### config.mk
export PLATFORM = sky130hd
export DESIGN_NAME = iap_flash_program_control
export DESIGN_NICKNAME = d
export VERILOG_FILES = /design/src/core/iap_page_buffer.v /design/src/core/iap_countdown.v /design/src/core/iap_flash_program_control.v
export VERILOG_INCLUDE_DIRS = /design/src /design/src/core
export SDC_FILE = /design/constraint.sdc
export NUM_CORES = 1
export LEC_CHECK = 0
export BUFFER_PORTS_ARGS = -buffer_cell sky130_fd_sc_hd__buf_2
export CAP_MARGIN = 40
export CORE_MARGIN = 2
export CORE_UTILIZATION = 55
export CTS_BUF_LIST = sky130_fd_sc_hd__clkbuf_8
export CTS_CLUSTER_DIAMETER = 100
export DETAILED_ROUTE_END_ITERATION = 10
export PLACE_DENSITY = 0.72
export SLEW_MARGIN = 20
export SYNTH_ARGS = -nofsm -noshare
export SYNTH_HDL_FRONTEND = slang
export SYNTH_SLANG_ARGS = --single-unit
### constraint.sdc
create_clock -name ref_clk_in -period 4.05 [get_ports ref_clk_in]
set_input_delay 0.2025 -clock ref_clk_in [delete_from_list [all_inputs] [get_ports ref_clk_in]]
set_output_delay 0.2025 -clock ref_clk_in [all_outputs]
set_load 0.1 [all_outputs]
### src/core/iap_flash_defines.vh
// Operation
// RULE1 - Flash reads happen only while read permitted
// RULE2 - Read start bit self-clears after read
// RULE3 - Software never sets three start bits together
// RULE4 - Processor stalled while any operation runs
// RULE5 - Key 55h in reset register resets chip
// RULE6 - Buffer clear bit self-clears when done
// RULE7 - Successful unlock sets program unlock status
// RULE8 - Tagging write increments address, saturates at 31
// RULE9 - Erase covers tagged page locations only
// RULE10 - Unlock trigger under code 110 starts timer
// RULE11 - Software writes six key bytes while timing
// RULE12 - Timer expiry clears unlock trigger always
// RULE13 - Wrong key leaves erase and write disabled
// RULE14 - Clearing unlock status disables programming at once
// RULE15 - Buffer holds 32 words, page bits 12:5
// RULE16 - High byte write advances buffer, saturating
// RULE17 - Code 001 start erases tagged page
// RULE18 - Code 000 start programs buffered words
// RULE19 - Software checks unlock status before programming
// RULE20 - Software blank checks erased page, retries
// RULE21 - Software clears buffer and reprograms on failure
// RULE22 - First data high write loads buffer, bumps address
// RULE23 - Write start bit clears when operation finishes
// RULE24 - Software cannot set unlock status directly
// RULE25 - Read result lands in first data pair
// RULE26 - Erase or program ignored while locked
`ifndef IAP_FLASH_DEFINES_VH
`define IAP_FLASH_DEFINES_VH
// ====================================================
// Register word offsets (byte address = 4 * index)
`define REG_CTRL        4'h0
`define REG_RST_KEY     4'h1
`define REG_BUF_CLR     4'h2
`define REG_ADDR_LO     4'h3
`define REG_ADDR_HI     4'h4
`define REG_D0_LO       4'h5
`define REG_D0_HI       4'h6
`define REG_D1_LO       4'h7
`define REG_D1_HI       4'h8
`define REG_D2_LO       4'h9
`define REG_D2_HI       4'ha
`define REG_D3_LO       4'hb
`define REG_D3_HI       4'hc
// ====================================================
// Control register fields
`define CTRL_RD_START   0
`define CTRL_RD_PERMIT  1
`define CTRL_WR_START   2
`define CTRL_UNL_TRIG   3
`define CTRL_OP_LSB     4
`define CTRL_UNL_STAT   7
`define OP_PROGRAM      3'h0
`define OP_ERASE        3'h1
`define OP_READ         3'h3
`define OP_UNLOCK       3'h6
`define RESET_KEY       8'h55
`define KEY_D1_LO       8'h00
`define KEY_D2_LO       8'h0d
`define KEY_D3_LO       8'hc3
`define KEY_D1_HI       8'h04
`define KEY_D2_HI       8'h09
`define KEY_D3_HI       8'h40
`define ERASED_WORD     16'h0000
`define PAGE_LAST       5'h1f
// ====================================================
// Timing
`define CLK_MHZ         50
`define RD_CYCLES       3
`define UNLOCK_US       1000
`define UNLOCK_CYCLES   (`UNLOCK_US * `CLK_MHZ)
`define OP_US           2000
`define OP_CYCLES       (`OP_US * `CLK_MHZ)
`endif

### src/core/iap_page_buffer.v
`timescale 1ns/1ps
// ====================================================
// Page write buffer: 32 words with registered read and one-word-per-cycle clear.
module iap_page_buffer #(
   parameter WIDTH = 16,
   parameter AW    = 5
) (
   // Clock.
   input  wire             ref_clk_in,
   // Write port.
   input  wire             wr_en_in,
   input  wire [AW-1:0]    wr_addr_in,
   input  wire [WIDTH-1:0] wr_data_in,
   // Read port.
   input  wire [AW-1:0]    rd_addr_in,
   output reg  [WIDTH-1:0] rd_data_out
);
   reg [WIDTH-1:0] mem [0:(1<<AW)-1];

   // Storage array; read data registered to suit block memory.
   always @(posedge ref_clk_in) begin
      if (wr_en_in) begin
         mem[wr_addr_in] <= wr_data_in;
      end
      rd_data_out <= mem[rd_addr_in];
   end
endmodule

### src/core/iap_countdown.v
`timescale 1ns/1ps
// ====================================================
// Loadable down counter; done pulses one cycle as it reaches zero.
module iap_countdown #(
   parameter W = 24
) (
   // Clock and reset.
   input  wire         ref_clk_in,
   input  wire         sys_rst_in,
   // Control.
   input  wire         load_in,
   input  wire [W-1:0] count_in,
   input  wire         abort_in,
   // Status.
   output reg          busy_out,
   output reg          done_out
);
   reg [W-1:0] remain;

   // Load wins over abort so a restart is never lost.
   always @(posedge ref_clk_in) begin
      if (sys_rst_in) begin
         remain   <= {W{1'b0}};
         busy_out <= 1'b0;
         done_out <= 1'b0;
      end else begin
         done_out <= 1'b0;
         if (load_in) begin
            remain   <= count_in;
            busy_out <= 1'b1;
         end else if (abort_in) begin
            busy_out <= 1'b0;
         end else if (busy_out) begin
            if (remain <= {{(W-1){1'b0}}, 1'b1}) begin
               busy_out <= 1'b0;
               done_out <= 1'b1;
            end else begin
               remain <= remain - {{(W-1){1'b0}}, 1'b1};
            end
         end
      end
   end
endmodule

### src/core/iap_flash_program_control.v
`timescale 1ns/1ps
`include "iap_flash_defines.vh"
// ====================================================
// In-application programming controller with Avalon-MM register slave.
// The flash array itself is outside; this block issues read, erase and program strobes.
module iap_flash_program_control #(
   parameter UNLOCK_CYCLES = `UNLOCK_CYCLES,
   parameter OP_CYCLES     = `OP_CYCLES
) (
   // Clock and reset.
   input  wire        ref_clk_in,
   input  wire        sys_rst_in,
   // Avalon-MM slave.
   input  wire [5:0]  avs_address_in,
   input  wire        avs_read_in,
   input  wire        avs_write_in,
   input  wire [31:0] avs_writedata_in,
   input  wire [3:0]  avs_byteenable_in,
   output reg  [31:0] avs_readdata_out,
   output reg         avs_waitrequest_out,
   // Flash array side.
   output reg  [12:0] flash_addr_out,
   output reg         flash_read_out,
   input  wire [15:0] flash_rdata_in,
   output reg         flash_erase_out,
   output reg  [31:0] erase_tag_out,
   output reg         flash_prog_out,
   output reg  [15:0] flash_wdata_out,
   // System.
   output reg         cpu_stall_out,
   output reg         chip_reset_out
);
   // ====================================================
   // States of the operation sequencer.
   localparam ST_IDLE  = 4'b0001;
   localparam ST_READ  = 4'b0010;
   localparam ST_TIMED = 4'b0100;
   localparam ST_CLEAR = 4'b1000;

   reg  [3:0]  state;
   reg         rd_permit;
   reg         rd_start;
   reg         wr_start;
   reg         unl_trig;
   reg         unl_stat;
   reg  [2:0]  op_sel;
   reg  [7:0]  reset_key;
   reg         buf_clr;
   reg  [12:0] addr;
   reg  [7:0]  dlo [0:3];
   reg  [7:0]  dhi [0:3];
   reg  [31:0] tag;
   reg  [31:0] valid;
   reg  [4:0]  idx;
   reg  [1:0]  rd_cnt;
   reg         is_prog;
   reg         prog_go;
   reg  [4:0]  idx_q;
   reg  [3:0]  bus_index;
   reg  [7:0]  rdata;
   reg         buf_we;
   reg  [4:0]  buf_waddr;
   reg  [15:0] buf_wdata;
   wire [15:0] buf_q;
   wire        unl_done;
   wire        op_busy;
   wire        op_done;
   wire [7:0]  wbyte;
   wire        wr_hit;
   wire        key_ok;

   assign wbyte  = avs_writedata_in[7:0];
   assign wr_hit = avs_write_in && !avs_waitrequest_out && avs_byteenable_in[0];
   assign key_ok = dlo[1] == `KEY_D1_LO && dlo[2] == `KEY_D2_LO && dlo[3] == `KEY_D3_LO &&
                   dhi[1] == `KEY_D1_HI && dhi[2] == `KEY_D2_HI && dhi[3] == `KEY_D3_HI;

   // ====================================================
   // Unlock window timer.
   iap_countdown #(.W(32)) unlock_timer (
      .ref_clk_in (ref_clk_in),
      .sys_rst_in (sys_rst_in),
      .load_in    (wr_hit && bus_index == `REG_CTRL && wbyte[`CTRL_UNL_TRIG] && !unl_trig &&
                   wbyte[`CTRL_OP_LSB+2:`CTRL_OP_LSB] == `OP_UNLOCK), // RULE10
      .count_in   (UNLOCK_CYCLES),
      .abort_in   (1'b0),
      .busy_out   (),
      .done_out   (unl_done)
   );

   // Erase and program duration timer.
   iap_countdown #(.W(32)) op_timer (
      .ref_clk_in (ref_clk_in),
      .sys_rst_in (sys_rst_in),
      .load_in    (state == ST_IDLE && wr_start),
      .count_in   (OP_CYCLES),
      .abort_in   (1'b0),
      .busy_out   (op_busy),
      .done_out   (op_done)
   );

   // ====================================================
   // Page write buffer; program phase walks it by index.
   iap_page_buffer #(.WIDTH(16), .AW(5)) page_buf (
      .ref_clk_in  (ref_clk_in),
      .wr_en_in    (buf_we),
      .wr_addr_in  (buf_waddr),
      .wr_data_in  (buf_wdata),
      .rd_addr_in  (idx),
      .rd_data_out (buf_q)
   );

   // Read mux for the byte-wide registers; upper bytes read zero.
   always @* begin
      rdata = 8'h00;
      case (avs_address_in[5:2])
         `REG_CTRL:    rdata = {unl_stat, op_sel, unl_trig, wr_start, rd_permit, rd_start};
         `REG_RST_KEY: rdata = reset_key;
         `REG_BUF_CLR: rdata = {7'h00, buf_clr};
         `REG_ADDR_LO: rdata = addr[7:0];
         `REG_ADDR_HI: rdata = {3'h0, addr[12:8]};
         `REG_D0_LO:   rdata = dlo[0];
         `REG_D0_HI:   rdata = dhi[0];
         `REG_D1_LO:   rdata = dlo[1];
         `REG_D1_HI:   rdata = dhi[1];
         `REG_D2_LO:   rdata = dlo[2];
         `REG_D2_HI:   rdata = dhi[2];
         `REG_D3_LO:   rdata = dlo[3];
         `REG_D3_HI:   rdata = dhi[3];
         default:      rdata = 8'h00;
      endcase
   end

   // ====================================================
   // Bus handshake: every access stalls at least one cycle, then completes.
   // Reads and writes arriving while the processor is stalled are held off, matching the halted core.
   always @(posedge ref_clk_in) begin
      if (sys_rst_in) begin
         avs_waitrequest_out <= 1'b1;
         avs_readdata_out    <= 32'h0000_0000;
         bus_index           <= 4'h0;
      end else begin
         bus_index <= avs_address_in[5:2];
         if ((avs_read_in || avs_write_in) && avs_waitrequest_out && !cpu_stall_out) begin
            avs_waitrequest_out <= 1'b0;
            avs_readdata_out    <= {24'h000000, rdata};
         end else begin
            avs_waitrequest_out <= 1'b1;
         end
      end
   end

   // ====================================================
   // Register file and sequencer; writes are applied on the completing edge.
   always @(posedge ref_clk_in) begin
      if (sys_rst_in) begin
         state <= ST_IDLE;
         rd_permit <= 1'b0;
         rd_start <= 1'b0;
         wr_start <= 1'b0;
         unl_trig <= 1'b0;
         unl_stat <= 1'b0;
         op_sel <= 3'h0;
         reset_key <= 8'h00;
         buf_clr <= 1'b0;
         addr <= 13'h0000;
         dlo[0] <= 8'h00; dlo[1] <= 8'h00; dlo[2] <= 8'h00; dlo[3] <= 8'h00;
         dhi[0] <= 8'h00; dhi[1] <= 8'h00; dhi[2] <= 8'h00; dhi[3] <= 8'h00;
         tag <= 32'h0000_0000;
         valid <= 32'h0000_0000;
         idx <= 5'h00;
         rd_cnt <= 2'h0;
         is_prog <= 1'b0;
         prog_go <= 1'b0;
         idx_q <= 5'h00;
         buf_we <= 1'b0;
         buf_waddr <= 5'h00;
         buf_wdata <= 16'h0000;
         flash_addr_out <= 13'h0000;
         flash_read_out <= 1'b0;
         flash_erase_out <= 1'b0;
         erase_tag_out <= 32'h0000_0000;
         flash_prog_out <= 1'b0;
         flash_wdata_out <= 16'h0000;
         cpu_stall_out <= 1'b0;
         chip_reset_out <= 1'b0;
      end else begin
         buf_we <= 1'b0;
         flash_read_out <= 1'b0;
         flash_erase_out <= 1'b0;
         flash_prog_out <= 1'b0;
         chip_reset_out <= 1'b0;
         prog_go <= 1'b0;
         if (wr_hit) begin
            case (bus_index)
               `REG_CTRL: begin
                  op_sel    <= wbyte[`CTRL_OP_LSB+2:`CTRL_OP_LSB];
                  rd_permit <= wbyte[`CTRL_RD_PERMIT];
                  if (!wbyte[`CTRL_UNL_STAT]) begin
                     unl_stat <= 1'b0; // RULE14 RULE24
                  end
                  if (wbyte[`CTRL_UNL_TRIG] && wbyte[`CTRL_OP_LSB+2:`CTRL_OP_LSB] == `OP_UNLOCK) begin
                     unl_trig <= 1'b1; // RULE10
                  end
                  // Reads need read mode and permission in the same write as the start bit.
                  rd_start <= wbyte[`CTRL_RD_START] && wbyte[`CTRL_RD_PERMIT] &&
                              wbyte[`CTRL_OP_LSB+2:`CTRL_OP_LSB] == `OP_READ; // RULE1
                  wr_start <= wbyte[`CTRL_WR_START] && unl_stat && wbyte[`CTRL_UNL_STAT] &&
                              (wbyte[`CTRL_OP_LSB+2:`CTRL_OP_LSB] == `OP_ERASE ||
                               wbyte[`CTRL_OP_LSB+2:`CTRL_OP_LSB] == `OP_PROGRAM); // RULE26 RULE17 RULE18
               end
               `REG_RST_KEY: begin
                  reset_key <= wbyte;
                  chip_reset_out <= (wbyte == `RESET_KEY); // RULE5
               end
               `REG_BUF_CLR: begin
                  buf_clr <= wbyte[0]; // RULE6
               end
               `REG_ADDR_LO: addr[7:0] <= wbyte;
               `REG_ADDR_HI: addr[12:8] <= wbyte[4:0];
               `REG_D0_LO:   dlo[0] <= wbyte;
               `REG_D0_HI: begin
                  dhi[0] <= wbyte;
                  // Load the word and tag the offset, then step within the page.
                  buf_we    <= 1'b1; // RULE22
                  buf_waddr <= addr[4:0]; // RULE15
                  buf_wdata <= {wbyte, dlo[0]};
                  tag[addr[4:0]]   <= 1'b1; // RULE9
                  valid[addr[4:0]] <= 1'b1;
                  if (addr[4:0] != `PAGE_LAST) begin
                     addr <= addr + 13'h0001; // RULE8 RULE16
                  end
               end
               `REG_D1_LO: dlo[1] <= wbyte; // RULE11
               `REG_D1_HI: dhi[1] <= wbyte;
               `REG_D2_LO: dlo[2] <= wbyte;
               `REG_D2_HI: dhi[2] <= wbyte;
               `REG_D3_LO: dlo[3] <= wbyte;
               `REG_D3_HI: dhi[3] <= wbyte;
               default: begin
               end
            endcase
         end
         // Timer expiry drops the trigger and judges the key; placed after the writes so hardware wins a tie.
         if (unl_done) begin
            unl_trig <= 1'b0; // RULE12
            if (key_ok) begin
               unl_stat <= 1'b1; // RULE7
            end // RULE13
         end
         // Operation sequencer.
         case (state)
            ST_IDLE: begin
               if (rd_start && rd_permit) begin
                  state <= ST_READ;
                  cpu_stall_out <= 1'b1; // RULE4
                  flash_addr_out <= addr;
                  flash_read_out <= 1'b1;
                  rd_cnt <= 2'h0;
               end else if (wr_start) begin
                  state <= ST_TIMED;
                  cpu_stall_out <= 1'b1; // RULE4
                  is_prog <= (op_sel == `OP_PROGRAM);
                  flash_addr_out <= addr;
                  idx <= 5'h00;
                  if (op_sel == `OP_ERASE) begin
                     flash_erase_out <= 1'b1; // RULE17
                     erase_tag_out <= tag;
                  end
               end else if (buf_clr) begin
                  state <= ST_CLEAR;
                  idx <= 5'h00;
               end
            end
            ST_READ: begin
               rd_cnt <= rd_cnt + 2'h1;
               if (rd_cnt == `RD_CYCLES - 1) begin
                  dlo[0] <= flash_rdata_in[7:0]; // RULE25
                  dhi[0] <= flash_rdata_in[15:8];
                  rd_start <= 1'b0; // RULE2
                  cpu_stall_out <= 1'b0;
                  state <= ST_IDLE;
               end
            end
            ST_TIMED: begin
               // Program walks the page once; the strobe lags the index by the buffer's read register.
               if (is_prog && op_busy) begin
                  idx <= idx + 5'h01;
                  idx_q <= idx;
                  prog_go <= valid[idx];
                  is_prog <= (idx != `PAGE_LAST);
               end
               if (prog_go) begin
                  flash_prog_out <= 1'b1; // RULE18
                  flash_addr_out <= {addr[12:5], idx_q}; // RULE15
                  flash_wdata_out <= buf_q;
               end
               if (op_done) begin
                  wr_start <= 1'b0; // RULE23
                  cpu_stall_out <= 1'b0;
                  tag <= 32'h0000_0000;
                  state <= ST_IDLE;
               end
            end
            ST_CLEAR: begin
               buf_we <= 1'b1;
               buf_waddr <= idx;
               buf_wdata <= 16'h0000;
               idx <= idx + 5'h01;
               if (idx == `PAGE_LAST) begin
                  valid <= 32'h0000_0000;
                  tag <= 32'h0000_0000;
                  buf_clr <= 1'b0; // RULE6
                  state <= ST_IDLE;
               end
            end
            default: state <= ST_IDLE;
         endcase
      end
   end
endmodule

==> results.yml, run 1 <==
clocking:
  tritoncts: "done"
  cts-htree-levels: 4
  worstSkewPairLatency_ns: 0.81
  clk_path_buf_depth: 3
  cts_root_buf: "clkbuf_8"
  clkTransAtPathRegs_ns: 0.06
  cts.sinks: 873
  cts_buffers: 144
  cts_setup_buffers: 0
synthesis:
  synth_top_family_by_area: "multiplexers"
  yosysTopAreaCell: "edfxtp_1"
  synth-seq-cells: 873
  synth_flop_cell: "edfxtp_1"
  synthAdderAreaFrac: 0.004222
  syn-cell-area_sq_mm: 0.03556
  synth.distinct_cells: 83
  syn_avg_cell_area_sq_um: 13.96
  synth-async-reset-ratio: 0
  yosysWarnings: 0
  seq_area_frac_synth: 0.6535
  yosys.area_share.simple: 0.1141
  netlist_top_cells_count: "edfxtp_1 (576), dfxtp_1 (297), nand2_1 (257)"
  muxShareOfSynthArea: 0.1332
  synth-compound-area-share: 0.06882
  synth_xor_area_frac: 0
  synth.top_cell.area_share: 0.4863
  post-synth-top-count-cell: "edfxtp_1"
  syn_inst: 2548
  synth_area_leaders: "edfxtp_1 (49%), dfxtp_1 (17%), mux4_2 (11%)"
  synth_edf_count: 576
detailed_routing:
  drcViolationCount: 0
  wl_um: 88540
  ant_nets: 0
  wl_per_cell_um: 23.58
  viasPerCell: 6.093
  dr.pass1.iters: 6
  drt_iter0_markers: 2159
  vias: 22880
hold_path:
  hold_start: "avs_address_in[2]"
  min_path_type: "primary input to flop"
floorplanning:
  die_height_um: 258.3
  ios: 161
  core_sq_mm: 0.06423
  dieArea_sq_mm: 0.06671
  rows: 93
  die_w_um: 258.3
  start_util: 0.5537
worst_setup_path:
  crit_path_end_kind: "flop"
  cp-startpoint: "bus_index[2]"
  cp.required_ns: 4.71
  crit_fanout: 24
  cp-start-kind: "flop"
  critPathArrivalTime_ns: 3.88
  cp_slowest_cell: "nor2_1"
  max_stage_delay_ns: 0.68
  crit_type: "flop to flop"
  reg2reg_from: "bus_index[2]"
  cp_cell_sequence: "nor4bb_2 > buf_4 > nand2_1 > nor2_1 > a22o_1 > dlygate4sd3_1"
placement:
  routabilityCongestion: 0.9238
  dp_worst_setup_slack_ns: 1.131
  dp_hpwl_um: 55940
  dp_cells: 3441
  port_buffers: 107
grt:
  grt_pass1_vias: 22930
  track_usage: 0.2674
  grt_first_pass_wirelength_um: 134000
  antenna_found_initial: 1
  grt-ovfl-total: 0
  grt_max_degree: 60
cells_and_area:
  drive_gt1_frac: 0.2253
  n_fill_cell: 4693
  area_growth_syn_to_layout_pct: 14.87
  nNetsFinal: 2857
  post_layout_nonfiller_instances: 3755
run:
  maxCapViolCount: 0
status:
  outcome: "finished, final reports clean"
power_and_ir_drop:
  power.density_mw_per_mm2: 424.1
  power_uw: 17330
  ir_drop_mv: 0.3138
  power.leakage_uw: 0.01326
timing:
  maxSlewViolCount: 0
  fin_skew_ns: 0.04115
  rsz0062_at_grt: "false"
  tns_ns: 0
  min_period_ns: 3.225
  max_freq_mhz: 310.1
  hold_slack_ns: 0.1937
  finalSetupViolCount: 0
  tightest_slew_ns: 0.8085
  worst_slack_ns: 0.8253
  finalCritPeriodShare: 0.7962
  relSlewSlack: 0.4597
  hold_violations: 0
[through the flow]
stage / utilization / cell area (sq um)
6_report: 0.6360 / 40850
2_1_floorplan: - / 35650
5_1_grt: 0.6360 / 40850
3_3_place_gp: 0.5771 / 37070
4_1_cts: 0.6341 / 40730
3_5_place_dp: 0.5834 / 37470
[placed cells by master, fill, tap and decap left out, types with 27 or more instances in the layout]
cell / synthesis / layout
dlygate4sd3_1: 0 / 43
or3_1: 27 / 27
clkbuf_8: 0 / 168
inv_1: 22 / 79
a21oi_1: 177 / 176
o21ai_0: 31 / 29
nor3_1: 31 / 31
buf_4: 25 / 70
edfxtp_1: 576 / 576
dfxtp_1: 297 / 293
nor2_1: 193 / 193
mux2i_1: 58 / 58
nand2_1: 257 / 257
nor4_1: 34 / 33
mux2_2: 27 / 27
mux4_2: 171 / 171
buf_2: 5 / 113
and2_1: 57 / 57
nand3_1: 28 / 28
nand2b_1: 37 / 37
[cell type report]
cell class,instances,area [sq um],share of cell area
timing repair buffer,260,2079,0.05090
inverter,22,82.58,0.002021
clock buffer,168,2312,0.05660
sequential,873,23250,0.5692
antenna,2,5.005,0.0001225
multi-input combinational,1482,11530,0.2823
tap,855,1070,0.02619
clock inverter,93,519.2,0.01271
[flip-flops by register name, indices dropped and copies added, names as in the netlist, 8 cells and up]
register,cells
erase_tag_out,32
tag,32
avs_readdata_out,8
addr,13
buf_wdata,16
reset_key,8
unlock_timer.remain,32
page_buf.mem,512
op_timer.remain,32
valid,32
dlo,32
page_buf.rd_data_out,16
dhi,32
flash_addr_out,13
flash_wdata_out,16
[power by group]
group	internal, uW	leakage, uW	switching (uW)
Sequential	9430	0.00708	32.9
Clock	3940	0.00165	3480
Combinational	107	0.00453	342
Total	13500	0.0133	3860
[cell families after synthesis]
logic type / after synthesis
other: 1
AND/OR/NAND/NOR: 808
AO/OA/AOI/OAI: 382
adder cells (fa/ha/maj): 12
buffers and inverters: 216
multiplexers: 256
flip-flops: 873
[metal layers]
metal	wire [um]	global-route usage	vias up
li1	-	-	10160
met4	2841	0.1084	0
met2	43390	0.4379	1080
met5	0	0	-
met3	7253	0.05340	200
met1	35060	0.3540	11440
[final timing paths]
check | end | slack, ns | cells past startpoint
worst max-delay path | dhi[0][7] | 0.83 | 6
worst min-delay path | bus_index[0] | 0.19 | 3
worst min register to register | erase_tag_out[6] | 0.44 | 2
worst max register to register | dhi[0][7] | 0.83 | 6
[worst max-delay path, delay by kind of cell, from the launching register on]
kind	cells	cell delay, ns
simple gates	3	1.52
compound gates	1	0.22
buf+inv	2	0.79
flops	1	0.56
[what timing repair did]
item                                   CTS  global route
endpoints found under the hold margin  106             1
resized for setup                        0             0
hold buffers                            42             1
No activity file was read; power rests on OpenSTA's default activity.
==> run 2, diff against run 1 <==
--- a/config.mk
+++ b/config.mk
@@ -13,7 +13,7 @@
 export CTS_BUF_LIST = sky130_fd_sc_hd__clkbuf_8
 export CTS_CLUSTER_DIAMETER = 100
 export DETAILED_ROUTE_END_ITERATION = 10
-export PLACE_DENSITY = 0.72
+export PLACE_DENSITY = 0.75
 export SLEW_MARGIN = 20
 export SYNTH_ARGS = -nofsm -noshare
 export SYNTH_HDL_FRONTEND = slang
==> constraint.sdc (replaced) <==
create_clock -name ref_clk_in -period 2.6 [get_ports ref_clk_in]
set_input_delay 0.13 -clock ref_clk_in [delete_from_list [all_inputs] [get_ports ref_clk_in]]
set_output_delay 0.13 -clock ref_clk_in [all_outputs]
set_load 0.1 [all_outputs]
==> results.yml, run 2 (same netlist as run 1, synthesis figures left out) <==
cells_and_area:
  seqCellArea_sq_mm: 0.02325
  final_common_cell: "edfxtp_1"
  drive_gt1_frac: 0.2399
  final_cell_mix: "edfxtp_1 (576), dfxtp_1 (291), nand2_1 (257)"
  post_layout_nonfiller_instances: 3790
  n_antenna_cell: 0
  multi_input_area_sq_mm: 0.01156
  n_fill_cell: 4471
  regMostFlops: "page_buf.mem"
  largest_reg_flops: 512
  area_growth_syn_to_layout_pct: 15.64
  nNetsFinal: 2900
detailed_routing:
  drcViolationCount: 0
  drt_iter0_markers: 2710
  ant_nets: 0
  wl_per_cell_um: 23.15
  dr.pass1.iters: 6
  wl_um: 87750
  vias: 23260
  viasPerCell: 6.138
worst_setup_path:
  cp-start-kind: "flop"
  critPathArrivalTime_ns: 3.19
  cp.required_ns: 3.29
  crit_fanout: 14
  crit_path_end_kind: "flop"
  crit_type: "flop to flop"
clocking:
  cts_buffers: 138
  cts_setup_buffers: 0
  tritoncts: "done"
  cts-htree-levels: 4
  cts_root_buf: "clkbuf_8"
  worstSkewPairLatency_ns: 0.81
  clkTransAtPathRegs_ns: 0.07
  clk_path_buf_depth: 3
  cts.sinks: 873
grt:
  track_usage: 0.2631
  antenna_found_initial: 0
  grt_first_pass_wirelength_um: 133100
  grt_pass1_vias: 22950
  grt_max_degree: 62
  grt-ovfl-total: 0
placement:
  dp_hpwl_um: 56060
  dp_cells: 3492
  port_buffers: 107
  routabilityCongestion: 0.9203
power_and_ir_drop:
  ir_drop_mv: 0.4403
  power.leakage_uw: 0.01344
  power_uw: 26830
  power.density_mw_per_mm2: 652.4
timing:
  rsz0062_at_grt: "false"
  hold_violations: 0
  max_freq_mhz: 400.3
  min_period_ns: 2.498
  maxSlewViolCount: 0
  fin_skew_ns: 0.03109
  tightest_slew_ns: 0.8088
  relSlewSlack: 0.4579
  tns_ns: 0
  finalSetupViolCount: 0
  finalCritPeriodShare: 0.9609
floorplanning:
  start_util: 0.5537
  die_height_um: 258.3
  rows: 93
  core_sq_mm: 0.06423
  die_w_um: 258.3
  ios: 161
  dieArea_sq_mm: 0.06671
hold_path:
  min_path_type: "primary input to flop"
status:
  outcome: "finished, final reports clean"
run:
  maxCapViolCount: 0
-- run 2: cell types whose count changed in the layout (fill, tap and decap cells not counted), moves of 3 or more --
cell,change
clkinv_2,+8
buf_8,-8
buf_6,-3
dlygate4sd3_1,+3
clkbuf_8,-8
inv_1,-13
buf_12,+5
buf_2,-6
buf_4,+58
-- run 2: path summary, 6_finish.rpt --
path | depth (start not counted) | slack [ns] | start | to
min reg2reg | 2 | 0.44 | page_buf.rd_data_out[3] | flash_wdata_out[3]
min | 3 | 0.22 | flash_rdata_in[14] | dhi[0][6]
max | 6 | 0.10 | op_timer.remain[23] | op_timer.remain[19]
max reg2reg | 6 | 0.10 | op_timer.remain[23] | op_timer.remain[19]
-- run 2: where the power goes --
part	total, uW	internal (uW)	switching, uW
Clock	11400	5990	5380
Sequential	14700	14700	51.0
Combinational	727	182	545
-- run 2: metrics by stage --
step | utilization | worst slack (ns) | instance area, sq um | hold WS (ns)
3_3_place_gp | 0.5865 | 0.1014 | 37670 | 0.4291
5_1_grt | 0.6403 | 0.001172 | 41130 | 0.1859
6_report | 0.6403 | 0.1017 | 41130 | 0.2197
2_1_floorplan | - | 0.03213 | 35660 | 0.3109
3_5_place_dp | 0.5897 | 0.08525 | 37880 | 0.4321
4_1_cts | 0.6396 | 0.04681 | 41080 | 0.1279
-- run 2: cell type report --
class,count,share of cell area
clock buffer,160,0.05355
clock inverter,89,0.01320
inverter,22,0.002008
multi-input combinational,1482,0.2810
sequential,873,0.5655
tap,855,0.02601
timing repair buffer,309,0.05875
-- run 2: what timing repair did --
item	CTS	global route
setup endpoints to repair	0	49
hold buffers	46	0
endpoints found under the hold margin	147	0
resized for setup	0	7
-- run 2: metal layers --
| metal | up-vias | global-route usage | wire length [um] |
|---|---|---|---|
| met5 | - | 0 | 0 |
| met4 | 0 | 0.1063 | 2726 |
| met3 | 170 | 0.05115 | 7297 |
| met2 | 1113 | 0.4248 | 42560 |
| met1 | 11720 | 0.3546 | 35160 |
| li1 | 10260 | - | - |
-- run 2: critical path, stage by stage, from the launching register on --
cell and delay [ns]:
dfxtp_1 0.34, or4_4 0.55, or4_4 0.53, or4_1 0.48, buf_4 0.20, and3_1 0.19, mux2i_1 0.11
